--- src/tfad_regs.vh ---
`ifndef TFAD_REGS_VH
`define TFAD_REGS_VH

// Configuration index values selecting the decode layout
`define TFAD_IDX_MEM 2'h0
`define TFAD_IDX_CONTIG 2'h1
`define TFAD_IDX_PRI 2'h2
`define TFAD_IDX_SEC 2'h3

// Task file offsets
`define TFAD_OFS_DATA 4'h0
`define TFAD_OFS_FAULT 4'h1
`define TFAD_OFS_COUNT 4'h2
`define TFAD_OFS_SECTOR 4'h3
`define TFAD_OFS_TRK_LO 4'h4
`define TFAD_OFS_TRK_HI 4'h5
`define TFAD_OFS_UNIT 4'h6
`define TFAD_OFS_STATE 4'h7
`define TFAD_OFS_EVEN 4'h8
`define TFAD_OFS_ODD 4'h9
`define TFAD_OFS_MFAULT 4'hd
`define TFAD_OFS_SHADOW 4'he
`define TFAD_OFS_UADDR 4'hf

// Upper address field A9..A4 for the I/O layouts
`define TFAD_PRI_BLK 6'h1f
`define TFAD_PRI_ALT 6'h3f
`define TFAD_SEC_BLK 6'h17
`define TFAD_SEC_ALT 6'h37
// A2..A1 of the alternate pair at offsets 6 and 7
`define TFAD_ALT_A21 2'h3

// Configuration table bytes, indexed by entry
`define TFAD_CT_IO1_LSB 8'hf0
`define TFAD_CT_IO1_MSB 8'h01
`define TFAD_CT_IO1_LEN 8'h07
`define TFAD_CT_IO2_LSB 8'hf6
`define TFAD_CT_IO2_MSB 8'h03
`define TFAD_CT_IO2_LEN 8'h01
`define TFAD_CT_IRQ_DESC 8'hee
`define TFAD_CT_IRQ_MASK 8'hff
`define TFAD_CT_MISC 8'h20
`define TFAD_CT_SEL_IO1_LSB 3'h0
`define TFAD_CT_SEL_IO1_MSB 3'h1
`define TFAD_CT_SEL_IO1_LEN 3'h2
`define TFAD_CT_SEL_IO2_LSB 3'h3
`define TFAD_CT_SEL_IO2_MSB 3'h4
`define TFAD_CT_SEL_IO2_LEN 3'h5
`define TFAD_CT_SEL_IRQ 3'h6
`define TFAD_CT_SEL_MISC 3'h7

// Reset values and status/control bit positions
`define TFAD_RST_COUNT 8'h01
`define TFAD_RST_STATE 8'h50
`define TFAD_RST_UNIT 8'ha0
`define TFAD_STS_BSY 7
`define TFAD_CTL_NIEN 1

`endif

--- src/tfad_decode.v ---
`timescale 1ns/100ps
`default_nettype none
`include "tfad_regs.vh"

// Pure address decode: yields a hit and a task file offset
module tfad_decode (
    input wire [1:0] cfg_index,
    input wire reg_n,
    input wire [10:0] addr,
    output reg hit,
    output reg [3:0] offset
);
    always @* begin
        hit = 1'b0;
        offset = addr[3:0];
        case (cfg_index)
            `TFAD_IDX_MEM: begin
                if (reg_n) begin
                    hit = 1'b1;
                    if (addr[10])
                        offset = addr[0] ? `TFAD_OFS_ODD : `TFAD_OFS_EVEN;
                end
            end
            `TFAD_IDX_CONTIG: begin
                hit = ~reg_n;
            end
            `TFAD_IDX_PRI: begin
                if (!reg_n && addr[9:4] == `TFAD_PRI_BLK && !addr[3])
                    hit = 1'b1;
                if (!reg_n && addr[9:4] == `TFAD_PRI_ALT && !addr[3]
                        && addr[2:1] == `TFAD_ALT_A21)
                    hit = 1'b1;
                if (addr[9:4] == `TFAD_PRI_ALT)
                    offset = {1'b1, addr[2:0]};
            end
            default: begin
                if (!reg_n && addr[9:4] == `TFAD_SEC_BLK && !addr[3])
                    hit = 1'b1;
                if (!reg_n && addr[9:4] == `TFAD_SEC_ALT && !addr[3]
                        && addr[2:1] == `TFAD_ALT_A21)
                    hit = 1'b1;
                if (addr[9:4] == `TFAD_SEC_ALT)
                    offset = {1'b1, addr[2:0]};
            end
        endcase
        // Offsets A to C are holes in the contiguous layouts
        if (offset > `TFAD_OFS_ODD && offset < `TFAD_OFS_MFAULT)
            hit = 1'b0;
    end
endmodule // tfad_decode

`default_nettype wire

--- src/tfad_cfg_table.v ---
`timescale 1ns/100ps
`default_nettype none
`include "tfad_regs.vh"

// Constant configuration table entries advertised to the host
module tfad_cfg_table (
    input wire [2:0] sel,
    output reg [7:0] data
);
    always @* begin
        case (sel)
            `TFAD_CT_SEL_IO1_LSB: data = `TFAD_CT_IO1_LSB;
            `TFAD_CT_SEL_IO1_MSB: data = `TFAD_CT_IO1_MSB;
            `TFAD_CT_SEL_IO1_LEN: data = `TFAD_CT_IO1_LEN;
            `TFAD_CT_SEL_IO2_LSB: data = `TFAD_CT_IO2_LSB;
            `TFAD_CT_SEL_IO2_MSB: data = `TFAD_CT_IO2_MSB;
            `TFAD_CT_SEL_IO2_LEN: data = `TFAD_CT_IO2_LEN;
            `TFAD_CT_SEL_IRQ: data = `TFAD_CT_IRQ_DESC;
            `TFAD_CT_SEL_MISC: data = `TFAD_CT_MISC;
            default: data = `TFAD_CT_MISC;
        endcase
    end
endmodule // tfad_cfg_table

`default_nettype wire

--- src/tfad_top.v ---
`timescale 1ns/100ps
`default_nettype none
`include "tfad_regs.vh"

// Overview of operation
// - Configuration index 0..3 picks one decode layout; only it applies.
// - Index 0: memory cycles, reg select high, A10 selects even/odd data port.
// - Index 1: I/O cycles, reg select low, only A3..A0 decoded.
// - Index 2: A9..A4 1F for offsets 0-7, 3F for offsets 6,7 alternates.
// - Index 3: A9..A4 17 for offsets 0-7, 37 for offsets 6,7 alternates.
// - Offsets 0-7: data, error/feature, count, sector, track lo/hi, unit, status/command.
// - Indices 0,1: 8/9 byte data mirrors, D mirrors error/feature, A-C undecoded.
// - Offset E alt status/device control; F drive address read, writes ignored.
// - First I/O range advertised as F0, 01, length-1 07.
// - Second I/O range advertised as F6, 03, length-1 01.
// - Interrupt descriptor EE: shared, pulse and level, fixed level 14.
// - Contiguous entry mask extension bytes both FF.
// - Misc features byte 20: power down, writable, no audio, single drive.
// - Data port is 16 bits, word and byte accesses allowed.
// - Status read drops interrupt request; alternate status read does not.
module tfad_top (
    input wire core_clk,
    input wire arst_n,
    input wire [1:0] cfg_index,
    input wire reg_n,
    input wire [10:0] addr,
    input wire oe_n,
    input wire we_n,
    input wire iord_n,
    input wire iowr_n,
    input wire byte_mode,
    input wire [15:0] data_in,
    output reg [15:0] data_out,
    output reg data_oe,
    input wire [7:0] core_status,
    input wire [7:0] core_fault,
    input wire core_irq_set,
    input wire [15:0] core_rd_word,
    output reg [15:0] core_wr_word,
    output reg core_wr_valid,
    output reg core_rd_take,
    output reg [7:0] opcode,
    output reg opcode_valid,
    output reg [7:0] feature_q,
    output reg [7:0] count_q,
    output reg [7:0] sector_q,
    output reg [7:0] trk_lo_q,
    output reg [7:0] trk_hi_q,
    output reg [7:0] unit_q,
    output reg [7:0] unit_ctl_q,
    output reg irq_req,
    input wire [3:0] ct_sel,
    output reg [7:0] ct_data
);
    reg rst_s1_q;
    reg rst_s2_q;
    wire rst_n;
    reg rd_q;
    reg wr_q;
    wire rd_lvl;
    wire wr_lvl;
    wire rd_edge;
    wire wr_edge;
    wire hit;
    wire [3:0] ofs;
    wire [7:0] tbl_byte;
    reg odd_phase_q;
    reg [7:0] low_byte_q;
    reg [15:0] rd_mux;

    always @(posedge core_clk or negedge arst_n) begin
        if (!arst_n) begin
            rst_s1_q <= 1'b0;
            rst_s2_q <= 1'b0;
        end else begin
            rst_s1_q <= 1'b1;
            rst_s2_q <= rst_s1_q;
        end
    end
    assign rst_n = rst_s2_q;

    // Strobe family follows the layout: memory strobes only for index 0
    assign rd_lvl = (cfg_index == `TFAD_IDX_MEM) ? ~oe_n : ~iord_n;
    assign wr_lvl = (cfg_index == `TFAD_IDX_MEM) ? ~we_n : ~iowr_n;

    tfad_decode u_dec (
        .cfg_index(cfg_index),
        .reg_n(reg_n),
        .addr(addr),
        .hit(hit),
        .offset(ofs)
    );

    tfad_cfg_table u_tbl (
        .sel(ct_sel[2:0]),
        .data(tbl_byte)
    );

    // Mask extension bytes live above the base eight entries
    always @* begin
        ct_data = ct_sel[3] ? `TFAD_CT_IRQ_MASK : tbl_byte;
    end

    // Edge detect so a long host strobe acts once
    always @(posedge core_clk or negedge rst_n) begin
        if (!rst_n) begin
            rd_q <= 1'b0;
            wr_q <= 1'b0;
        end else begin
            rd_q <= rd_lvl & hit;
            wr_q <= wr_lvl & hit;
        end
    end
    assign rd_edge = rd_lvl & hit & ~rd_q;
    assign wr_edge = wr_lvl & hit & ~wr_q;

    always @* begin
        rd_mux = 16'h0000;
        case (ofs)
            `TFAD_OFS_DATA: rd_mux = core_rd_word;
            `TFAD_OFS_FAULT: rd_mux = {8'h00, core_fault};
            `TFAD_OFS_COUNT: rd_mux = {8'h00, count_q};
            `TFAD_OFS_SECTOR: rd_mux = {8'h00, sector_q};
            `TFAD_OFS_TRK_LO: rd_mux = {8'h00, trk_lo_q};
            `TFAD_OFS_TRK_HI: rd_mux = {8'h00, trk_hi_q};
            `TFAD_OFS_UNIT: rd_mux = {8'h00, unit_q};
            `TFAD_OFS_STATE: rd_mux = {8'h00, core_status};
            `TFAD_OFS_EVEN: rd_mux = {8'h00, core_rd_word[7:0]};
            `TFAD_OFS_ODD: rd_mux = {8'h00, core_rd_word[15:8]};
            `TFAD_OFS_MFAULT: rd_mux = {8'h00, core_fault};
            `TFAD_OFS_SHADOW: rd_mux = {8'h00, core_status};
            `TFAD_OFS_UADDR: rd_mux = {8'h00, 2'h0, ~unit_q[3:0], ~unit_q[4], 1'b1};
            default: rd_mux = 16'h0000;
        endcase
    end

    // Read data and bus enable registered; undriven outside a hit
    always @(posedge core_clk or negedge rst_n) begin
        if (!rst_n) begin
            data_out <= 16'h0000;
            data_oe <= 1'b0;
        end else begin
            data_oe <= rd_lvl & hit;
            if (rd_lvl & hit)
                data_out <= rd_mux;
        end
    end

    always @(posedge core_clk or negedge rst_n) begin
        if (!rst_n) begin
            feature_q <= 8'h00;
            count_q <= `TFAD_RST_COUNT;
            sector_q <= `TFAD_RST_COUNT;
            trk_lo_q <= 8'h00;
            trk_hi_q <= 8'h00;
            unit_q <= `TFAD_RST_UNIT;
            unit_ctl_q <= 8'h00;
            opcode <= 8'h00;
            opcode_valid <= 1'b0;
            core_wr_word <= 16'h0000;
            core_wr_valid <= 1'b0;
            core_rd_take <= 1'b0;
            odd_phase_q <= 1'b0;
            low_byte_q <= 8'h00;
            irq_req <= 1'b0;
        end else begin
            opcode_valid <= 1'b0;
            core_wr_valid <= 1'b0;
            core_rd_take <= 1'b0;
            // Byte mode pairs low then high byte into one word
            if (wr_edge) begin
                case (ofs)
                    `TFAD_OFS_DATA, `TFAD_OFS_EVEN, `TFAD_OFS_ODD: begin
                        if (!byte_mode && ofs == `TFAD_OFS_DATA) begin
                            core_wr_word <= data_in;
                            core_wr_valid <= 1'b1;
                        end else if (!odd_phase_q) begin
                            low_byte_q <= data_in[7:0];
                            odd_phase_q <= 1'b1;
                        end else begin
                            core_wr_word <= {data_in[7:0], low_byte_q};
                            core_wr_valid <= 1'b1;
                            odd_phase_q <= 1'b0;
                        end
                    end
                    `TFAD_OFS_FAULT, `TFAD_OFS_MFAULT: feature_q <= data_in[7:0];
                    `TFAD_OFS_COUNT: count_q <= data_in[7:0];
                    `TFAD_OFS_SECTOR: sector_q <= data_in[7:0];
                    `TFAD_OFS_TRK_LO: trk_lo_q <= data_in[7:0];
                    `TFAD_OFS_TRK_HI: trk_hi_q <= data_in[7:0];
                    `TFAD_OFS_UNIT: unit_q <= data_in[7:0];
                    `TFAD_OFS_STATE: begin
                        opcode <= data_in[7:0];
                        opcode_valid <= 1'b1;
                    end
                    `TFAD_OFS_SHADOW: unit_ctl_q <= data_in[7:0];
                    default: begin
                        // Drive address writes are reserved and dropped
                    end
                endcase
            end
            // Word reads consume one word; byte reads consume on the odd byte
            if (rd_edge) begin
                if (ofs == `TFAD_OFS_ODD)
                    core_rd_take <= 1'b1;
                else if (ofs == `TFAD_OFS_DATA && (!byte_mode || odd_phase_q))
                    core_rd_take <= 1'b1;
                if (ofs == `TFAD_OFS_DATA && byte_mode)
                    odd_phase_q <= ~odd_phase_q;
            end
            // Raise wins over status read clear in the same cycle
            if (core_irq_set && !unit_ctl_q[`TFAD_CTL_NIEN])
                irq_req <= 1'b1;
            else if (rd_edge && ofs == `TFAD_OFS_STATE)
                irq_req <= 1'b0;
        end
    end
endmodule // tfad_top

`default_nettype wire

--- config.mk ---
export PLATFORM = sky130hd
export DESIGN_NAME = tfad_top
export DESIGN_NICKNAME = d
export VERILOG_FILES = /design/src/tfad_decode.v /design/src/tfad_cfg_table.v /design/src/tfad_top.v
export VERILOG_INCLUDE_DIRS = /design/src /design/src/src
export SDC_FILE = /design/constraint.sdc
export NUM_CORES = 1
export LEC_CHECK = 0
export BUFFER_PORTS_ARGS = -buffer_cell sky130_fd_sc_hd__buf_4
export CORE_ASPECT_RATIO = 0.7
export CORE_MARGIN = 2
export CORE_UTILIZATION = 51
export DETAILED_ROUTE_END_ITERATION = 10
export PLACE_DENSITY_LB_ADDON = 0.1
export SYNTH_ARGS = -nofsm -noshare
export SYNTH_HDL_FRONTEND = slang
export SYNTH_HIERARCHICAL = 1
export SYNTH_SLANG_ARGS = --single-unit
--- constraint.sdc ---
create_clock -name core_clk -period 4.1 [get_ports core_clk]
set_input_delay 0.41 -clock core_clk [delete_from_list [all_inputs] [get_ports core_clk]]
set_output_delay 0.41 -clock core_clk [all_outputs]
set_load 0.005 [all_outputs]
==> summary.md, run 1 <==
| Metric | Value |
|---|---|
| GRT Residual Overflow | 0 |
| Internal power | between 2 and 3 mW |
| Setup bufs post-CTS | 0 |
| Crit-path slowest cell | nor3_1 |
| CP Class | in2reg |
| FFs w/ async S/R, synth | between 90% and 100% |
| First-pass GRT wire length | about 28000 µm |
| Area grow syn2layout | 35.0% |
| Die Y | slightly above 90 µm |
| Design area | a little under 8000 µm² |
| Cells on worst reg2reg path | 4 |
| Synth Cell Area | slightly below 6000 µm² |
| RSZ-0062 raised after global routing | false |
| Mean Syn Cell Area | about 11 µm² |
| Total Routing Usage GR | 30.3% |
| Clock Power Share | between 30% and 40% |
| TritonCTS buffer count | 17 |
| Hold Fails Final Rpt | 0 |
| Routed wire length | 17800 µm |
| Initial antenna violation count | 0 |
| Synth top area share | 47.2% |
| Iteration-0 DRC count of the detailed router | about 500 |
| Slew of the pin with the lowest slew margin | 1.14 ns |
| Peak supply drop | around 0.32 mV |
| CTS tree | done |
| CP Launch Type | input port |
| Reg-to-reg endpoint | low_byte_q[0] |
| Tmin final | around 2.9 ns |
| Largest net degree at the start of global routing | 89 |
| 1st-pass router iterations | 5 |
| Switch Pwr | approximately 1.1 mW |
| Predominant post-synthesis flop cell | dfrtp_1 |
| Gate power share | between 20% and 30% |
| CP Capture Type | flip-flop |
| Worst slew margin | between 20 and 25% |
| Reg2Reg Setup Slack | 1.99 ns |
| Placement-stage cell area | around 7200 µm² |
| Full die area | between 10000 and 15000 µm² |
| Period utilization | 70.0% |
| GPL Wtd Cong | around 0.93 |
| Post-detail-place hpwl | ~13000 µm |
| Static Leak | about 3.8 nW |
| Die Wd | around 130 µm |
| Sw frac | between 20 and 30% |
| Cells after synthesis | between 500 and 600 |
| Clock transition at path regs | about 0.060 ns |
| YS warnings | 6 |
| Yosys reg bits | between 100 and 150 |
| Max Buffers Root-to-Sink | 2 |
| Vias in the first global route | around 5000 |
| Initial Util | a little over half |
| Max frequency | 0.348 GHz |
| Skew final | around 0.014 ns |
| Crit-path cells | buf_4 > nor3_1 > nor2b_2 > nor4_4 > buf_4 > nor2b_1 > buf_4 > inv_2 > ha_1 > nor3_4 > buf_4 > nor2_1 > a31oi_1 |
| Setup violators final | 0 |
| Cell accounting for the most synthesized area | dfrtp_1 |
| Status | finished clean |
| Min-Delay Endpoint | data_out[14] |
| Share of layout cells above drive strength 1 | 43.8% |
| Synth area leaders | dfrtp_1 47%, mux2_2 10%, nand2_1 5.1%, mux2_1 3.1%, a31oi_1 2.5% |
| Critical Path AT | ~3.2 ns |
| Vias | approximately 5100 |
| Number of synthesized flops with an enable pin | 0 |
| DRT antenna net count | 0 |
| Vias/cell | ~5.8 |
| Min-delay src | core_rd_word[14] |
| Slew Limit Fails | 0 |
| CTS root buf | clkbuf_16 |
| H-tree Lvls | 4 |
| Core Rows | 32 |
| Sink Count | about 110 |
| Most frequent CP cell | buf_4 |
| WP data required | roughly 4.4 ns |
| Crit Reg-Reg Startpoint | wr_q |
| Top Ports | 183 |
| Cell Pwr Density | 494 nW/µm² |
| Setup TNS after final layout | 0 ns |
| Final Util | between 70% and 80% |
| Core Region | between 10000 and 15000 µm² |
| CP Max Fanout | 33 |
| Port buffer count | 182 |
| Reg power frac | 40.4% |
| Max Cap Viol | 0 |
| Syn_nets | roughly 600 |
| Synth cell types | ~70 |
| Sequential share of the synthesized area | between 40% and 50% |
| Slowest stage delay, CP | 0.42 ns |
| Fin nets | 789 |
| Antenna cells | 0 |
| Worst hold path type | in2reg |
| Hold Path Stages | 3 |
| Routed len/inst | between 20 and 25 µm |
| Clock Latency Late Sink | ~0.42 ns |
| DRC | 0 |
[worst max path at each step]
stage / to / cells past startpoint / start / slack, ns
6_report: core_wr_word[7] / 13 / cfg_index[1] / 1.23
5_1_grt: core_wr_word[4] / 13 / cfg_index[1] / 0.90
4_1_cts: core_wr_word[7] / 14 / cfg_index[0] / 1.25
3_5_place_dp: core_wr_word[7] / 13 / cfg_index[1] / 0.86
3_3_place_gp: core_wr_word[2] / 14 / cfg_index[0] / 0.94
2_1_floorplan: core_rd_take / 0 / rst_n / 0.73
[critical path, delay by kind of cell]
family / cells / cell delay, ns
AOI/OAI and AO/OA: 1 / 0.16
and+or+nand+nor: 6 / 1.30
buffers and inverters: 5 / 1.07
adders and majority gates: 1 / 0.25
[area by class of cell]
| cell class | count | area (µm²) |
|---|---|---|
| Fill cell | 822 | 3220 |
| Sequential cell | 113 | 2840 |
| Multi-Input combinational cell | 376 | 2710 |
| Clock inverter | 13 | 114 |
| Tap cell | 153 | 191 |
| Timing Repair Buffer | 194 | 1460 |
| Clock buffer | 19 | 443 |
| Inverter | 11 | 41.3 |
[synth_stat cells (7+ instances only)]
cell,instances
mux2_1,16
or2_2,9
o21ai_0,21
a22oi_1,10
nor2_1,25
buf_2,16
a31oi_1,23
dfrtp_1,109
nor2b_1,16
mux2_2,52
a21oi_1,9
mux2_4,8
mux2i_1,7
nand3_1,10
clkbuf_1,18
nand2_1,78
inv_1,8
[flip-flops by register name (all words and copies together), names as in the netlist]
| signal | count |
|---|---|
| core_rd_take | 1 |
| core_wr_valid | 1 |
| core_wr_word | 16 |
| count_q | 8 |
| data_oe | 1 |
| data_out | 16 |
| feature_q | 8 |
| irq_req | 1 |
| low_byte_q | 8 |
| odd_phase_q | 1 |
| opcode | 8 |
| opcode_valid | 1 |
| rst_n | 1 |
| rst_s1_q | 1 |
| sector_q | 8 |
| trk_hi_q | 8 |
| trk_lo_q | 8 |
| unit_ctl_q | 8 |
| unit_q | 8 |
| wr_q | 1 |
[metal layers]
| metal | part of all wire [%] | vias to the layer above | routed length (µm) | GRT usage (%) |
|---|---|---|---|---|
| li1 | - | 2305 | - | - |
| met1 | 45 | 2536 | 8050 | 44.6 |
| met2 | 45 | 254 | 7980 | 45.5 |
| met3 | 9.0 | 20 | 1610 | 7.10 |
| met4 | 1.2 | 0 | 208 | 7.70 |
| met5 | 0 | - | 0 | 0 |
[cells in the final DEF, fill, tap and decap left out, types with 3 or more instances in the layout]
cell type   netlist  layout
nand2_1          78      78
clkinvlp_4        0       5
dfrtp_1         109     108
a21oi_1           9       9
o221ai_1          3       3
a221oi_1          3       3
mux2i_1           7       7
xnor2_1           3       3
a211oi_1          5       5
nor2_1           25      25
mux2_4            8       8
nor2b_1          16      14
a31oi_1          23      23
nand4_1           3       3
dfstp_2           4       4
nor3b_1           4       4
nand3_2           5       5
and4b_1           4       4
inv_1             8       8
nor3_1            5       5
mux2_1           16      16
buf_4             3     193
o22ai_1           3       3
clkbuf_16         0      17
nand3_1          10      10
mux2_2           52      52
nand2b_1          4       4
clkinv_2          0       4
o32ai_1           3       3
or2_2             9       9
o21ai_0          21      21
nor4_1            3       3
a22oi_1          10      10
[stage by stage]
stage          hold WS [ns]  power, mW  worst slack, ns  std cells
3_3_place_gp          0.193       2.45            0.941        846
6_report              0.253       3.85             1.23        879
5_1_grt               0.262       4.03            0.897        879
4_1_cts               0.248       3.87             1.25        879
3_5_place_dp          0.194       2.48            0.857        846
2_1_floorplan         0.114       1.93            0.726        542
[power by group through the flow]
stage | logic, mW | registers (mW) | clock network (mW)
floorplan | 0.393 | 1.54 | 0
global placement | 0.886 | 1.56 | 0
detailed placement | 0.910 | 1.57 | 0
CTS | 0.916 | 1.55 | 1.40
global route | 0.995 | 1.58 | 1.45
finish | 0.912 | 1.55 | 1.38
[cell families (layout without fill, tap and decap cells)]
| group | Yosys count | in the layout | synth area share [%] |
|---|---|---|---|
| and+or+nand+nor | 182 | 182 | 16.6 |
| DFF | 113 | 113 | 49.1 |
| AOI/OAI and AO/OA | 105 | 105 | 12.4 |
| muxes | 83 | 83 | 16.6 |
| buffers and inverters | 53 | 237 | 4.38 |
| xor gates and xnor gates | 3 | 3 | 0.455 |
| adders and majority gates | 2 | 2 | 0.433 |
| other | 1 | 1 | 0.0650 |
[what timing repair did]
action                    in CTS  in global routing
gates resized for setup        0                  0
hold endpoints to repair       2                  0
hold buffers                   1                  0
No activity file was read; power rests on OpenSTA's default activity.
==> run 2: changes to the inputs <==
CORE_UTILIZATION = 46   (was 51)
clock period = 2.6 ns   (was 4.1 ns; I/O delays follow)
==> run 2 against run 1 <==
Compared with the run above:
- via count is 0.16% lower
- worst hold slack got worse by 0.16 ns
- sequential share of layout area shrank 1.4 points
- utilization is 5.0 points lower
- total power is 66% higher
- routed wire length is 1.9% higher
- sequential power is 57% higher
- clock skew barely moved
- cell area up 4.1%
- critical path type unchanged
- critical endpoint is now low_byte_q[7]
==> summary.md, run 2 (synthesized netlist as in run 1, its figures left out) <==
| Metric | Value |
|---|---|
| Vias in the first global route | just under 5000 |
| WP data required | approximately 2.9 ns |
| H-tree Lvls | 4 |
| Initial antenna violation count | 0 |
| CTS Hold Bufs | 1 |
| Clock transition at path regs | roughly 0.06 ns |
| Crit-path slowest cell | or3_1 |
| Filler Cell Count | approximately 1000 |
| Top Ports | ~180 |
| Biggest regs | core_wr_word x16, data_out x16 |
| WL met1 | approximately 8400 µm |
| Post-detail-place hpwl | roughly 13000 µm |
| Die Wd | between 100 and 150 µm |
| CP delay by family, top | simple AND/OR/NAND/NOR gates |
| Final std cells w/o fill | a little over 900 |
| Highest metal used | met4 |
| Vias/cell | approximately 5.6 |
| Core Rows | 34 |
| Routed len/inst | roughly 20 µm |
| CP Class | in2reg |
| Share of layout cells above drive strength 1 | a little under half |
| Setup violators final | 0 |
| Skew final | around 0.014 ns |
| Critical path buffer and inverter count | 1 |
| Fin nets | between 800 and 900 |
| GRT Residual Overflow | 0 |
| Area grow syn2layout | 40.4% |
| Placed cells | roughly 900 |
| Setup bufs post-CTS | 0 |
| Max Buffers Root-to-Sink | 2 |
| GPL Wtd Cong | 0.922 |
| Crit-path cells | buf_4 > xnor2_2 > nor3_2 > a211o_2 > nor4_4 > nor2b_1 > or3_1 > mux2_4 |
| CP Max Fanout | 8 |
| Largest net degree at the start of global routing | just over 70 |
| Peak supply drop | 0.647 mV |
| Max frequency | 0.456 GHz |
| Initial Util | a little under half |
| Antenna cells | 0 |
| Hold Fails Final Rpt | 0 |
| DRT antenna net count | 0 |
| RSZ-0062 raised after global routing | false |
| CTS tree | done |
| Status | finished clean |
| Core Region | ~12000 µm² |
| Vias | ~5000 |
| Iteration-0 DRC count of the detailed router | 354 |
| Slowest stage delay, CP | roughly 0.48 ns |
| Setup TNS after final layout | 0 ns |
| Slew of the pin with the lowest slew margin | around 0.8 ns |
| Storage cell area | 2840 µm² |
| DRC | 0 |
| Full die area | roughly 13000 µm² |
| Worst hold path type | in2reg |
| Cell Pwr Density | 788 nW/µm² |
| TritonCTS buffer count | 17 |
| Worst slew margin | approximately 48% |
| Total Routing Usage GR | between 20% and 30% |
| First-pass GRT wire length | approximately 28000 µm |
| Met3 WL | ~1600 µm |
| Commonest cells after routing, fill and taps aside | 212 x buf_4, 108 x dfrtp_1, 78 x nand2_1 |
| Sink Count | 113 |
| Critical Path AT | 2.48 ns |
| Post-CTS Resized | 0 |
| Final Total Pwr | 6.39 mW |
| Max Cap Viol | 0 |
| Most common cell after layout, fill and taps aside | buf_4 |
| Met2 routed WL | approximately 8000 µm |
| Clock Latency Late Sink | 0.42 ns |
| Static Leak | ~4.0 nW |
| Tmin final | roughly 2.2 ns |
| Routed wire length | approximately 18000 µm |
| Multi-input logic area | about 2700 µm² |
| CP Launch Type | input port |
| 1st-pass router iterations | 5 |
| Die Y | 97.7 µm |
| Hold Slack | roughly 0.096 ns |
| Slew Limit Fails | 0 |
| Port buffer count | 182 |
| Period utilization | roughly 84% |
| CP Capture Type | flip-flop |
| CTS root buf | clkbuf_16 |
run 2: area by class of cell:
cell class | instances | area share (%)
clock buffers | 19 | 5.59
clock inverters | 13 | 2.18
inverters | 11 | 0.509
multi-input cells | 376 | 33.5
flip-flops and latches | 113 | 35.0
well taps | 162 | 2.50
repair buffers | 217 | 20.7
run 2: per-stage QoR:
| stage | utilization, % | area (µm²) | setup WS [ns] |
|---|---|---|---|
| detailed placement | 60.5 | 7470 | 0.0115 |
| floorplan | - | 5820 | 0.0219 |
| finish | 65.7 | 8110 | 0.409 |
| CTS | 65.7 | 8110 | 0.436 |
| global placement | 60.5 | 7470 | 0.0765 |
| global route | 65.7 | 8110 | 0.292 |
run 2: worst register-to-register path, stage by stage, from the launching register on:
cell	delay (ns)
dfrtp_1	0.37
and4b_1	0.35
buf_4	0.21
and3_1	0.44
mux2_1	0.39
run 2: routing by layer:
layer | global-route usage (%) | vias to the layer above
met5 | 0 | -
met4 | 6.44 | 0
met3 | 8.00 | 17
met2 | 40.0 | 213
met1 | 43.0 | 2529
li1 | - | 2348
run 2: where the power goes:
part	switching [mW]	internal [mW]
clock	0.898	1.58
sequential	0.293	2.15
combinational	0.603	0.875
total	1.79	4.60
run 2: final timing paths:
check                           endpoint    startpoint  cells after the start  slack [ns]
setup / recovery           low_byte_q[7]  cfg_index[0]                      8        0.41
hold / removal                   irq_req  core_irq_set                      3         0.1
setup reg to reg           unit_ctl_q[7]          wr_q                      4        0.71
hold reg to reg                  data_oe         rst_n                      0        0.34
max in group asynchronous     count_q[0]         rst_n                      1        1.46
min in group asynchronous          rst_n        arst_n                      2        0.15
